$ cat src/rtl/ctdr_consts.svh
// Purpose: Offsets, field positions, reset values of the chip test registers
// Assumes: Printed offsets are word indexes; byte address is four times the index
// Notes:   Definitions only
`ifndef CTDR_CONSTS_SVH
`define CTDR_CONSTS_SVH

// ==========================================================================
// Register indexes and address width
`define CTDR_IDX_HANDSHAKE      6'h16
`define CTDR_IDX_FIFO_READOUT   6'h17
`define CTDR_IDX_TEST_MODE      6'h18
`define CTDR_IDX_PULSE          6'h19
`define CTDR_ADDR_W             8

// ==========================================================================
// Reset values
`define CTDR_RST_HANDSHAKE      8'h21
`define CTDR_RST_FIFO_READOUT   8'h00
`define CTDR_RST_TEST_MODE      8'h00
`define CTDR_RST_PULSE          8'h00

// ==========================================================================
// Handshake status fields
`define CTDR_HS_SOFTWARE_SIGNAL_FLAG            6
`define CTDR_HS_OFFSET_CMP      5
`define CTDR_HS_SFIFO_PAR       4
`define CTDR_HS_DFIFO_PAR       3
`define CTDR_HS_TRUE_END_OF_PROCESS            2
`define CTDR_HS_INTERNAL_DATA_REQUEST            1
`define CTDR_HS_INTERNAL_DATA_ACKNOWLEDGE            0

// ==========================================================================
// Test mode control fields
`define CTDR_TM_MUX             7
`define CTDR_TM_ALL_FLOAT       6
`define CTDR_TM_SCSI_FLOAT      5
`define CTDR_TM_LOOPBACK        4
`define CTDR_TM_REDIRECT        3
`define CTDR_TM_LANE_EN         2

// ==========================================================================
// Manual pulse control fields
`define CTDR_MP_ADDR_CLK        7
`define CTDR_MP_BCNT_CLK        6
`define CTDR_MP_OFF_RESET       5
`define CTDR_MP_MASTER_SR       4
`define CTDR_MP_DMA_DIR         3
`define CTDR_MP_EOP             2
`define CTDR_MP_INTERNAL_DATA_REQUEST            1
`define CTDR_MP_INTERNAL_DATA_ACKNOWLEDGE            0

// ==========================================================================
// SCSI synchronous FIFO geometry
`define CTDR_SFIFO_DEPTH        8
`define CTDR_SFIFO_PTR_W        3
`define CTDR_SFIFO_CNT_W        4

`endif

$ cat src/rtl/ctdr_pkg.sv
// Purpose: Types shared by the chip test register block
// Assumes: Constants live in ctdr_consts.svh
// Notes:   Register select is one-hot
package ctdr_pkg;

	// ======================================================================
	// Types
	typedef logic [7:0] ctdr_byte_t;

	typedef enum logic [4:0] {
		CTDR_SEL_NONE  = 5'b00001,
		CTDR_SEL_HS    = 5'b00010,
		CTDR_SEL_FIFO  = 5'b00100,
		CTDR_SEL_MODE  = 5'b01000,
		CTDR_SEL_PULSE = 5'b10000
	} ctdr_sel_t;

endpackage

$ cat src/rtl/ctdr_regs.sv
// Purpose: Diagnostic and test register group behind an APB slave
// Assumes: Core side signals arrive on pclk; no wait states beyond one access
// Notes:   Every output is a flip-flop
//
// Notes on behaviour
// Status bit 6 mirrors signal flag; any status read clears it.
// Offset compare: initiator at count zero, target at programmed maximum.
// FIFO readout read latches popped byte's parity into status bit 4.
// DMA FIFO data read latches that byte's parity into status bit 3.
// Status bit 2 shows true end of process, active high.
// Bit 1 shows data request active; bit 0 shows acknowledge inactive.
// FIFO readout read returns bottom byte of eight-entry FIFO and pops it.
// Readout read on empty FIFO raises gross error for underflow.
// Mux bit selects multiplexed host bus; set before taking mastership.
// All-float bit floats every output and two-way pin.
// SCSI-float bit floats SCSI outputs; direction lines driven low.
// Loopback lets any SCSI signal assert and returns output latch to input.
// Redirect makes output latch writes push FIFO with selected parity.
// Lane field top bit enables access; low bits pick lane zero to three.
// Software clears lane enable before starting the script processor.
// Address clock bit steps the next address pointer, then clears.
// Byte counter clock bit steps the byte counter, then clears.
// Offset reset bit clears offset counter; gross error sets it.
// Master set/reset selects assert or deassert for bits three to zero.
// Bit 3 drives DMA write direction per master set/reset.
// Bit 2 pulses end of process when asserting, then clears.
// Bits 1,0 drive data request and acknowledge; hold until deasserted.
// Writes to read-only registers are ignored; reserved bits read zero.
`timescale 1ns/1ps
`include "ctdr_consts.svh"

module ctdr_regs
(
	input  wire logic                           pclk,
	input  wire logic                           presetn,
	input  wire logic [`CTDR_ADDR_W-1:0]        paddr,
	input  wire logic                           psel,
	input  wire logic                           penable,
	input  wire logic                           pwrite,
	input  wire logic [31:0]                    pwdata,
	output      logic [31:0]                    prdata,
	output      logic                           pready,
	output      logic                           pslverr,
	input  wire logic                           software_signal_flag_flag,
	output      logic                           software_signal_flag_clear,
	input  wire logic [3:0]                     offset_count,
	input  wire logic [3:0]                     offset_max,
	input  wire logic                           role_initiator,
	input  wire logic                           true_end_of_process,
	input  wire logic                           core_data_request,
	input  wire logic                           core_data_ack_n,
	input  wire logic                           dfifo_rd_stb,
	input  wire logic                           dfifo_rd_parity,
	input  wire logic                           sfifo_push,
	input  wire logic [8:0]                     sfifo_push_word,
	input  wire logic                           scsi_output_data_latch_wr_stb,
	input  wire logic [7:0]                     scsi_output_data_latch_wr_data,
	input  wire logic                           scsi_even_parity,
	input  wire logic                           gross_error_in,
	output      logic                           gross_error_underflow,
	output      logic [`CTDR_SFIFO_CNT_W-1:0]   sfifo_count,
	output      logic                           bus_mux_mode,
	output      logic                           host_pins_oe,
	output      logic                           scsi_pins_oe,
	output      logic                           scsi_dir_force_low,
	output      logic                           loopback_enable,
	output      logic                           loop_scsi_input_data_latch_load,
	output      logic [7:0]                     loop_scsi_input_data_latch_data,
	output      logic                           lane_access_en,
	output      logic [1:0]                     lane_select,
	output      logic                           addr_step,
	output      logic                           bcnt_step,
	output      logic                           offset_clear,
	output      logic                           dma_write_direction,
	output      logic                           end_of_process,
	output      logic                           data_request_force,
	output      logic                           data_ack_force_n
);

	// ======================================================================
	// Bus decode
	ctdr_pkg::ctdr_sel_t    sel;
	logic                   setup;
	logic                   access;
	logic                   wr_acc;
	logic                   rd_acc;
	logic [7:0]             wbyte;
	logic [7:0]             status;
	logic [7:0]             mode_q;
	logic                   master_set_reset_q;
	logic [7:0]             pulse_rd;
	logic                   offset_compare_flag_q;
	logic                   sfp_q;
	logic                   dfp_q;
	logic [8:0]             sfifo_mem [`CTDR_SFIFO_DEPTH];
	logic [`CTDR_SFIFO_PTR_W-1:0] rd_ptr_q;
	logic [`CTDR_SFIFO_PTR_W-1:0] wr_ptr_q;
	logic [`CTDR_SFIFO_CNT_W-1:0] cnt_q;
	logic                   sf_empty;
	logic                   sf_full;
	logic                   pop;
	logic                   push;
	logic [8:0]             push_word;
	logic                   redirect_push;

	// Registered pready lets prdata come from a flop: one wait-free access
	assign setup  = psel & ~penable;
	assign access = psel & penable & pready;
	assign wr_acc = access & pwrite;
	assign rd_acc = access & ~pwrite;
	assign wbyte  = pwdata[7:0];

	// Word index decode; unaligned bytes are unmapped
	always_comb
	begin
		sel = ctdr_pkg::CTDR_SEL_NONE;
		if (paddr[1:0] == 2'h0)
		begin
			if (paddr[7:2] == `CTDR_IDX_HANDSHAKE)
				sel = ctdr_pkg::CTDR_SEL_HS;
			else if (paddr[7:2] == `CTDR_IDX_FIFO_READOUT)
				sel = ctdr_pkg::CTDR_SEL_FIFO;
			else if (paddr[7:2] == `CTDR_IDX_TEST_MODE)
				sel = ctdr_pkg::CTDR_SEL_MODE;
			else if (paddr[7:2] == `CTDR_IDX_PULSE)
				sel = ctdr_pkg::CTDR_SEL_PULSE;
		end
	end

	// ======================================================================
	// Status assembly
	always_comb
	begin
		status = 8'h00;                                        // Reserved reads zero
		status[`CTDR_HS_SOFTWARE_SIGNAL_FLAG]       = software_signal_flag_flag;
		status[`CTDR_HS_OFFSET_CMP] = offset_compare_flag_q;
		status[`CTDR_HS_SFIFO_PAR]  = sfp_q;
		status[`CTDR_HS_DFIFO_PAR]  = dfp_q;
		status[`CTDR_HS_TRUE_END_OF_PROCESS]       = true_end_of_process;
		status[`CTDR_HS_INTERNAL_DATA_REQUEST]       = core_data_request | data_request_force;
		status[`CTDR_HS_INTERNAL_DATA_ACKNOWLEDGE]       = core_data_ack_n & data_ack_force_n;
	end

	// Pulse bits read back only while active; master set/reset holds
	assign pulse_rd = {addr_step, bcnt_step, offset_clear, master_set_reset_q, 4'h0};

	// APB answer: ready and data captured in setup; ready dropped after access, data held until next read
	always_ff @(posedge pclk or negedge presetn)
	begin
		if (!presetn)
		begin
			pready  <= 1'b0;
			pslverr <= 1'b0;
			prdata  <= 32'h0000_0000;
		end
		else
		begin
			pready  <= setup;
			pslverr <= setup & (sel == ctdr_pkg::CTDR_SEL_NONE);
			if (setup & ~pwrite)
			begin
				unique case (sel)
					ctdr_pkg::CTDR_SEL_HS:    prdata <= {24'h00_0000, status};
					ctdr_pkg::CTDR_SEL_FIFO:
						prdata <= {24'h00_0000, sf_empty ? 8'h00 : sfifo_mem[rd_ptr_q][7:0]};
					ctdr_pkg::CTDR_SEL_MODE:  prdata <= {24'h00_0000, mode_q};
					ctdr_pkg::CTDR_SEL_PULSE: prdata <= {24'h00_0000, pulse_rd};
					ctdr_pkg::CTDR_SEL_NONE:  prdata <= 32'h0000_0000;
				endcase
			end
		end
	end

	// ======================================================================
	// Status side effects
	always_ff @(posedge pclk or negedge presetn)
	begin
		if (!presetn)
		begin
			software_signal_flag_clear <= 1'b0;
			offset_compare_flag_q     <= 1'(`CTDR_RST_HANDSHAKE >> `CTDR_HS_OFFSET_CMP);
			dfp_q      <= 1'b0;
		end
		else
		begin
			software_signal_flag_clear <= rd_acc & (sel == ctdr_pkg::CTDR_SEL_HS);
			offset_compare_flag_q     <= role_initiator ? (offset_count == 4'h0)
			                             : (offset_count == offset_max);
			if (dfifo_rd_stb)
				dfp_q <= dfifo_rd_parity;
		end
	end

	// ======================================================================
	// SCSI synchronous FIFO
	assign sf_empty      = (cnt_q == 4'h0);
	assign sf_full       = (cnt_q == 4'(`CTDR_SFIFO_DEPTH));
	assign pop           = rd_acc & (sel == ctdr_pkg::CTDR_SEL_FIFO) & ~sf_empty;
	assign redirect_push = scsi_output_data_latch_wr_stb & mode_q[`CTDR_TM_REDIRECT];
	// Odd parity unless even is asserted
	assign push_word     = redirect_push ?
	                       {scsi_even_parity ? ^scsi_output_data_latch_wr_data : ~^scsi_output_data_latch_wr_data,
	                        scsi_output_data_latch_wr_data} : sfifo_push_word;
	// Full FIFO drops the push; the core must watch the count
	assign push          = (redirect_push | sfifo_push) & ~sf_full;

	always_ff @(posedge pclk)
	begin
		if (push)
			sfifo_mem[wr_ptr_q] <= push_word;
	end

	// Pointers, count, latched parity
	always_ff @(posedge pclk or negedge presetn)
	begin
		if (!presetn)
		begin
			rd_ptr_q    <= 3'h0;
			wr_ptr_q    <= 3'h0;
			cnt_q       <= 4'h0;
			sfp_q       <= 1'b0;
			sfifo_count <= 4'h0;
		end
		else
		begin
			if (push)
				wr_ptr_q <= wr_ptr_q + 3'h1;
			if (pop)
			begin
				rd_ptr_q <= rd_ptr_q + 3'h1;
				sfp_q    <= sfifo_mem[rd_ptr_q][8];
			end
			cnt_q       <= cnt_q + {3'h0, push} - {3'h0, pop};
			sfifo_count <= cnt_q + {3'h0, push} - {3'h0, pop};
		end
	end

	// Underflow pulse towards the gross error logic
	always_ff @(posedge pclk or negedge presetn)
	begin
		if (!presetn)
			gross_error_underflow <= 1'b0;
		else
			gross_error_underflow <= rd_acc & (sel == ctdr_pkg::CTDR_SEL_FIFO)
			                         & sf_empty;
	end

	// ======================================================================
	// Test mode control
	always_ff @(posedge pclk or negedge presetn)
	begin
		if (!presetn)
			mode_q <= `CTDR_RST_TEST_MODE;
		else if (wr_acc & (sel == ctdr_pkg::CTDR_SEL_MODE))
			mode_q <= wbyte;
	end

	// Pin controls; all-float overrides the SCSI-only float
	always_ff @(posedge pclk or negedge presetn)
	begin
		if (!presetn)
		begin
			bus_mux_mode       <= 1'b0;
			host_pins_oe       <= 1'b1;
			scsi_pins_oe       <= 1'b1;
			scsi_dir_force_low <= 1'b0;
			loopback_enable    <= 1'b0;
			lane_access_en     <= 1'b0;
			lane_select        <= 2'h0;
		end
		else
		begin
			bus_mux_mode       <= mode_q[`CTDR_TM_MUX];
			host_pins_oe       <= ~mode_q[`CTDR_TM_ALL_FLOAT];
			scsi_pins_oe       <= ~(mode_q[`CTDR_TM_ALL_FLOAT]
			                        | mode_q[`CTDR_TM_SCSI_FLOAT]);
			scsi_dir_force_low <= mode_q[`CTDR_TM_SCSI_FLOAT]
			                      & ~mode_q[`CTDR_TM_ALL_FLOAT];
			loopback_enable    <= mode_q[`CTDR_TM_LOOPBACK];
			lane_access_en     <= mode_q[`CTDR_TM_LANE_EN];
			lane_select        <= mode_q[1:0];
		end
	end

	// Loopback returns each output latch byte to the input latch
	always_ff @(posedge pclk or negedge presetn)
	begin
		if (!presetn)
		begin
			loop_scsi_input_data_latch_load <= 1'b0;
			loop_scsi_input_data_latch_data <= 8'h00;
		end
		else
		begin
			loop_scsi_input_data_latch_load <= scsi_output_data_latch_wr_stb & mode_q[`CTDR_TM_LOOPBACK];
			if (scsi_output_data_latch_wr_stb & mode_q[`CTDR_TM_LOOPBACK])
				loop_scsi_input_data_latch_data <= scsi_output_data_latch_wr_data;
		end
	end

	// ======================================================================
	// Manual pulse control
	logic pulse_wr;
	assign pulse_wr = wr_acc & (sel == ctdr_pkg::CTDR_SEL_PULSE);

	// Master set/reset; old value governs bits 3-0 of the same write
	always_ff @(posedge pclk or negedge presetn)
	begin
		if (!presetn)
			master_set_reset_q <= 1'b0;
		else if (pulse_wr)
			master_set_reset_q <= wbyte[`CTDR_MP_MASTER_SR];
	end

	// Counter steps and offset reset last one cycle, then clear
	always_ff @(posedge pclk or negedge presetn)
	begin
		if (!presetn)
		begin
			addr_step    <= 1'b0;
			bcnt_step    <= 1'b0;
			offset_clear <= 1'b0;
		end
		else
		begin
			addr_step    <= pulse_wr & wbyte[`CTDR_MP_ADDR_CLK];
			bcnt_step    <= pulse_wr & wbyte[`CTDR_MP_BCNT_CLK];
			offset_clear <= (pulse_wr & wbyte[`CTDR_MP_OFF_RESET])
			                | gross_error_in | gross_error_underflow;
		end
	end

	// Forced internal handshake signals
	always_ff @(posedge pclk or negedge presetn)
	begin
		if (!presetn)
		begin
			dma_write_direction <= 1'b0;
			end_of_process      <= 1'b0;
			data_request_force  <= 1'b0;
			data_ack_force_n    <= 1'b1;
		end
		else
		begin
			if (pulse_wr & wbyte[`CTDR_MP_DMA_DIR])
				dma_write_direction <= master_set_reset_q;
			// Assert gives a single-cycle pulse; deassert just holds low
			end_of_process <= pulse_wr & wbyte[`CTDR_MP_EOP] & master_set_reset_q;
			if (pulse_wr & wbyte[`CTDR_MP_INTERNAL_DATA_REQUEST])
				data_request_force <= master_set_reset_q;
			if (pulse_wr & wbyte[`CTDR_MP_INTERNAL_DATA_ACKNOWLEDGE])
				data_ack_force_n <= ~master_set_reset_q;
		end
	end
endmodule

$ cat config.mk
export PLATFORM = sky130hd
export DESIGN_NAME = ctdr_regs
export DESIGN_NICKNAME = d
export VERILOG_FILES = /design/src/rtl/ctdr_pkg.sv /design/src/rtl/ctdr_regs.sv
export VERILOG_INCLUDE_DIRS = /design/src /design/src/rtl
export SDC_FILE = /design/constraint.sdc
export NUM_CORES = 1
export LEC_CHECK = 0
export BUFFER_PORTS_ARGS = -buffer_cell sky130_fd_sc_hd__buf_2
export CORE_MARGIN = 3
export CORE_UTILIZATION = 56
export DETAILED_ROUTE_END_ITERATION = 8
export PLACE_DENSITY = 0.84
export SKIP_LAST_GASP = 1
export SYNTH_ARGS = -nofsm -noshare
export SYNTH_HDL_FRONTEND = slang
export SYNTH_SLANG_ARGS = --single-unit
$ cat constraint.sdc
create_clock -name pclk -period 3.8 [get_ports pclk]
set_input_delay 0 -clock pclk [delete_from_list [all_inputs] [get_ports pclk]]
set_output_delay 0 -clock pclk [all_outputs]
set_load 0.02 [all_outputs]
==> out/qor.txt <==
======================================================================================================
Boundary Pins                                                                                      145
Unrepaired setup endpoints after global routing                                                  false
GR Util met2                                                                                     40.9%
Post-Synth XOR/XNOR Area                                                                         2.25%
Critical path buffer and inverter count                                                              3
Max Fanout on Critical Path                                                                          9
Synth top area share                                                                             38.1%
Clock latency at the later pin of the worst-skew pair                                          0.51 ns
Cell taking the most area after synthesis                                                 sky130_fd_sc_hd__edfxtp_1
Number of antenna violations at the first check in global routing                                    0
Compound-cell area share of the yosys netlist                                                    4.01%
Synthesized area per cell                                                                    15.3 um^2
Fraction of final layout cells sized beyond drive strength 1                                     37.4%
Post-layout instance count excluding filler cells                                                  665
Upper clock frequency limit                                                                    349 MHz
Number of nets in the finished design                                                              609
Kind of start point of the critical path                                                    input port
Synth Register Bits                                                                                130
Post-Route Hold Slack                                                                        0.0288 ns
Number of buffers added by the clock tree synthesis step                                            17
Final hold violation count                                                                           0
Post-Place Setup Slack                                                                        0.933 ns
Clock Path Buffers                                                                                   2
Final Setup Violations                                                                               0
GRT Residual Overflow                                                                                0
Residual DRC                                                                                         0
Met3 global-route usage                                                                          5.78%
Buffer cell driving the clock tree root                                                   sky130_fd_sc_hd__clkbuf_8
Share of synthesized cell area in full adder, half adder and majority cells                      2.12%
Chain of cells forming the critical path                                                  dlygate4sd3_1 > buf_2 > or4b_1 > or4_4 > nor3_4 > ha_1 > inv_1 > ha_1 > a21o_1 > a21oi_1 > xor2_1
Post-CTS Hold Buffers                                                                               43
CP delay by family, top                                                                   simple AND/OR/NAND/NOR gates
Post-synthesis sequential area ratio                                                             63.8%
Global-route usage over all layers                                                               22.6%
Count of filler cells inserted in the layout                                                       582
Worst hold path startpoint                                                                  sfifo_push
Clock tree from TritonCTS                                                                          yes
Number of placed instances with taps included                                                      590
Most heavily used metal layer in global routing                                                   met2
Cell with the largest stage delay on the worst path                                       sky130_fd_sc_hd__or4b_1
Final cell area excluding filler cells                                                       7190 um^2
Initial standard-cell utilization of the core                                                    57.8%
Setup bufs post-CTS                                                                                  0
Startpoint-to-endpoint class of the critical path                                         input port to flop
Clock transition at the register clock pins on the worst setup and hold paths after CTS        0.05 ns
Relative max-transition margin                                                                   29.1%
Leakage power summed over all cells                                                            3.03 nW
CTS HTree Levels                                                                                     4
Instance area after placement                                                                6210 um^2
Area of the multi-input gates                                                                1880 um^2
Via count of the first global-routing pass                                                        3787
Antenna violation net count after detailed routing                                                   0
DRT Wirelength                                                                                12200 um
Result of the run                                                                         finished, final reports clean
Data arrival, critical path                                                                    3.30 ns
Main synth FF type                                                                        sky130_fd_sc_hd__edfxtp_1
Worst reg2reg startpoint                                                                      cnt_q[2]
Path type of the worst min-delay path                                                     input port to flop
Met1 Use GR                                                                                      26.1%
Final Max Tran Viols                                                                                 0
Die W                                                                                           107 um
Floorplan die height                                                                            107 um
Number of synthesis warnings                                                                         0
Count of flip-flops with a built-in enable after synthesis                                          72
Final cycle utilization of the critical path                                                     75.4%
Core box area                                                                                9820 um^2
Most area-consuming cells after synthesis                                                 sky130_fd_sc_hd__edfxtp_1, sky130_fd_sc_hd__dfrtp_1, sky130_fd_sc_hd__mux2_2, sky130_fd_sc_hd__mux4_2, sky130_fd_sc_hd__buf_4
Core Rows                                                                                           36
Pin count of the biggest net entering global routing                                                59
Number of violations reported at the end of detailed-routing iteration 0                           184
Synth-to-Final Area Change                                                                       26.7%
Avg WL per Cell                                                                                18.4 um
Max-cap check violation count                                                                        0
Number of unique standard cell types used by synthesis                                              50
Global-route wire length before repair                                                        19300 um
Share of flip-flops with an asynchronous set or reset after synthesis                            44.6%
IO buf count                                                                                        96
Min Tclk post-route                                                                            2.87 ns
Worst Skew                                                                                   0.0102 ns
Count of TritonRoute iterations in the first routing pass                                            4
HPWL after detailed placement                                                                  7670 um
Clock tree sinks                                                                                   130
Netlist Area Pre-Place                                                                       5670 um^2
Mux cell area share after synthesis                                                              15.1%
Start point of the critical path                                                              paddr[0]
Simple-gate area share of the yosys netlist                                                      7.78%
Diode insertion count for antenna repair                                                             0
Kind of end point of the critical path                                                            flop
Required time of the worst setup path                                                          4.23 ns
Setup WS post-layout                                                                          0.933 ns
Avg Vias per Cell                                                                                 5.48
Total number of vias                                                                              3647
Largest stage delay on the critical path                                                       0.69 ns
Worst vdd ir                                                                                  0.412 mV
Actual slew at the worst max-slew pin                                                          1.05 ns
Synth Instances                                                                                    370
Most numerous cell in the Yosys netlist                                                   sky130_fd_sc_hd__edfxtp_1
RePlAce Congestion                                                                               0.774
Largest family of logic cells by synthesized area                                         multiplexers
Full die area                                                                               11400 um^2
Cell Pwr Density                                                                           532 nW/um^2
FF/Latch Area                                                                                3620 um^2
Post-cts sizing count                                                                                0
Most used standard cells in the synthesized netlist                                       sky130_fd_sc_hd__edfxtp_1, sky130_fd_sc_hd__dfrtp_1, sky130_fd_sc_hd__mux2_2
Sum of negative setup slack                                                                       0 ns
Most used cell along the critical path                                                    sky130_fd_sc_hd__ha_1
======================================================================================================
## cells in the final DEF, fill, tap and decap left out, drive strengths merged, types with 2 or more instances in the layout
cell / count
clkinvlp: 4
mux4: 18
a31oi: 4
dfrtp: 54
xnor2: 6
and2: 2
buf: 98
mux2: 39
nor3b: 6
a21oi: 10
inv: 17
clkinv: 6
a221oi: 4
edfxtp: 72
clkbuf: 18
nor3: 6
o21ai: 8
xor2: 6
nor2: 18
nand2: 15
conb: 24
dlygate4sd3: 43
ha: 8
nand2b: 7
nor4: 5
dfstp: 4
a211oi: 4
nor2b: 6
## final cells by class
cell class                 count  area share, %
tap                          133           2.31
inverter                      14          0.731
clock inverter                14           1.83
clock buffer                  18           5.81
timing repair buffer         141           12.9
sequential                   130           50.3
multi-input combinational    215           26.1
## state kept, by name, indices dropped and copies added, names as in the netlist, 2 cells and up
| register | cells |
|---|---|
| cnt_q | 4 |
| rd_ptr_q | 3 |
| wr_ptr_q | 3 |
| prdata | 8 |
| sfifo_mem | 72 |
| lane_select | 2 |
| mode_q | 8 |
| loop_scsi_input_data_latch_data | 8 |
## final timing paths
kind                                  end  slack, ns  depth (start not counted)
setup / recovery                 cnt_q[3]       0.93                         11
hold / removal                wr_ptr_q[0]       0.03                          4
setup reg to reg                 cnt_q[2]       1.13                          9
hold reg to reg            lane_select[1]       0.40                          0
max in group asynchronous           dfp_q       3.14                          3
min in group asynchronous       bcnt_step       0.16                          3
## routing by layer
layer / routed length, um / share of wire (%)
met5: 0 / 0
met4: 136 / 1.1
met3: 920 / 7.5
met2: 6510 / 53
met1: 4650 / 38
## per-stage QoR
stage	utilization, %	power, mW
after floorplan	-	2.14
after global placement	63.2	2.29
after detailed placement	63.2	2.33
after CTS	73.2	3.85
after global routing	73.2	3.98
final	73.2	3.82
## worst reg2reg max path, stage by stage, from the launching register on
cell and delay (ns):
sky130_fd_sc_hd__dfrtp_1 0.38, sky130_fd_sc_hd__inv_1 0.10, sky130_fd_sc_hd__ha_1 0.14, sky130_fd_sc_hd__nor3b_1 0.71, sky130_fd_sc_hd__nor3_4 0.10, sky130_fd_sc_hd__ha_1 0.32
sky130_fd_sc_hd__inv_1 0.04, sky130_fd_sc_hd__ha_1 0.20, sky130_fd_sc_hd__fa_1 0.39, sky130_fd_sc_hd__xor2_1 0.17
## report_power, final
group | internal, mW | switching (mW)
Sequential | 1.68 | 0.0829
Clock | 0.873 | 0.610
Combinational | 0.236 | 0.344
## logic make-up after synthesis
kind of cell / Yosys count
compound gates: 36
xor+xnor: 13
fa+ha+maj: 9
buf+inv: 48
flops: 130
mux: 58
other cells: 1
simple gates: 75
Power figures use the tool's default switching activity.
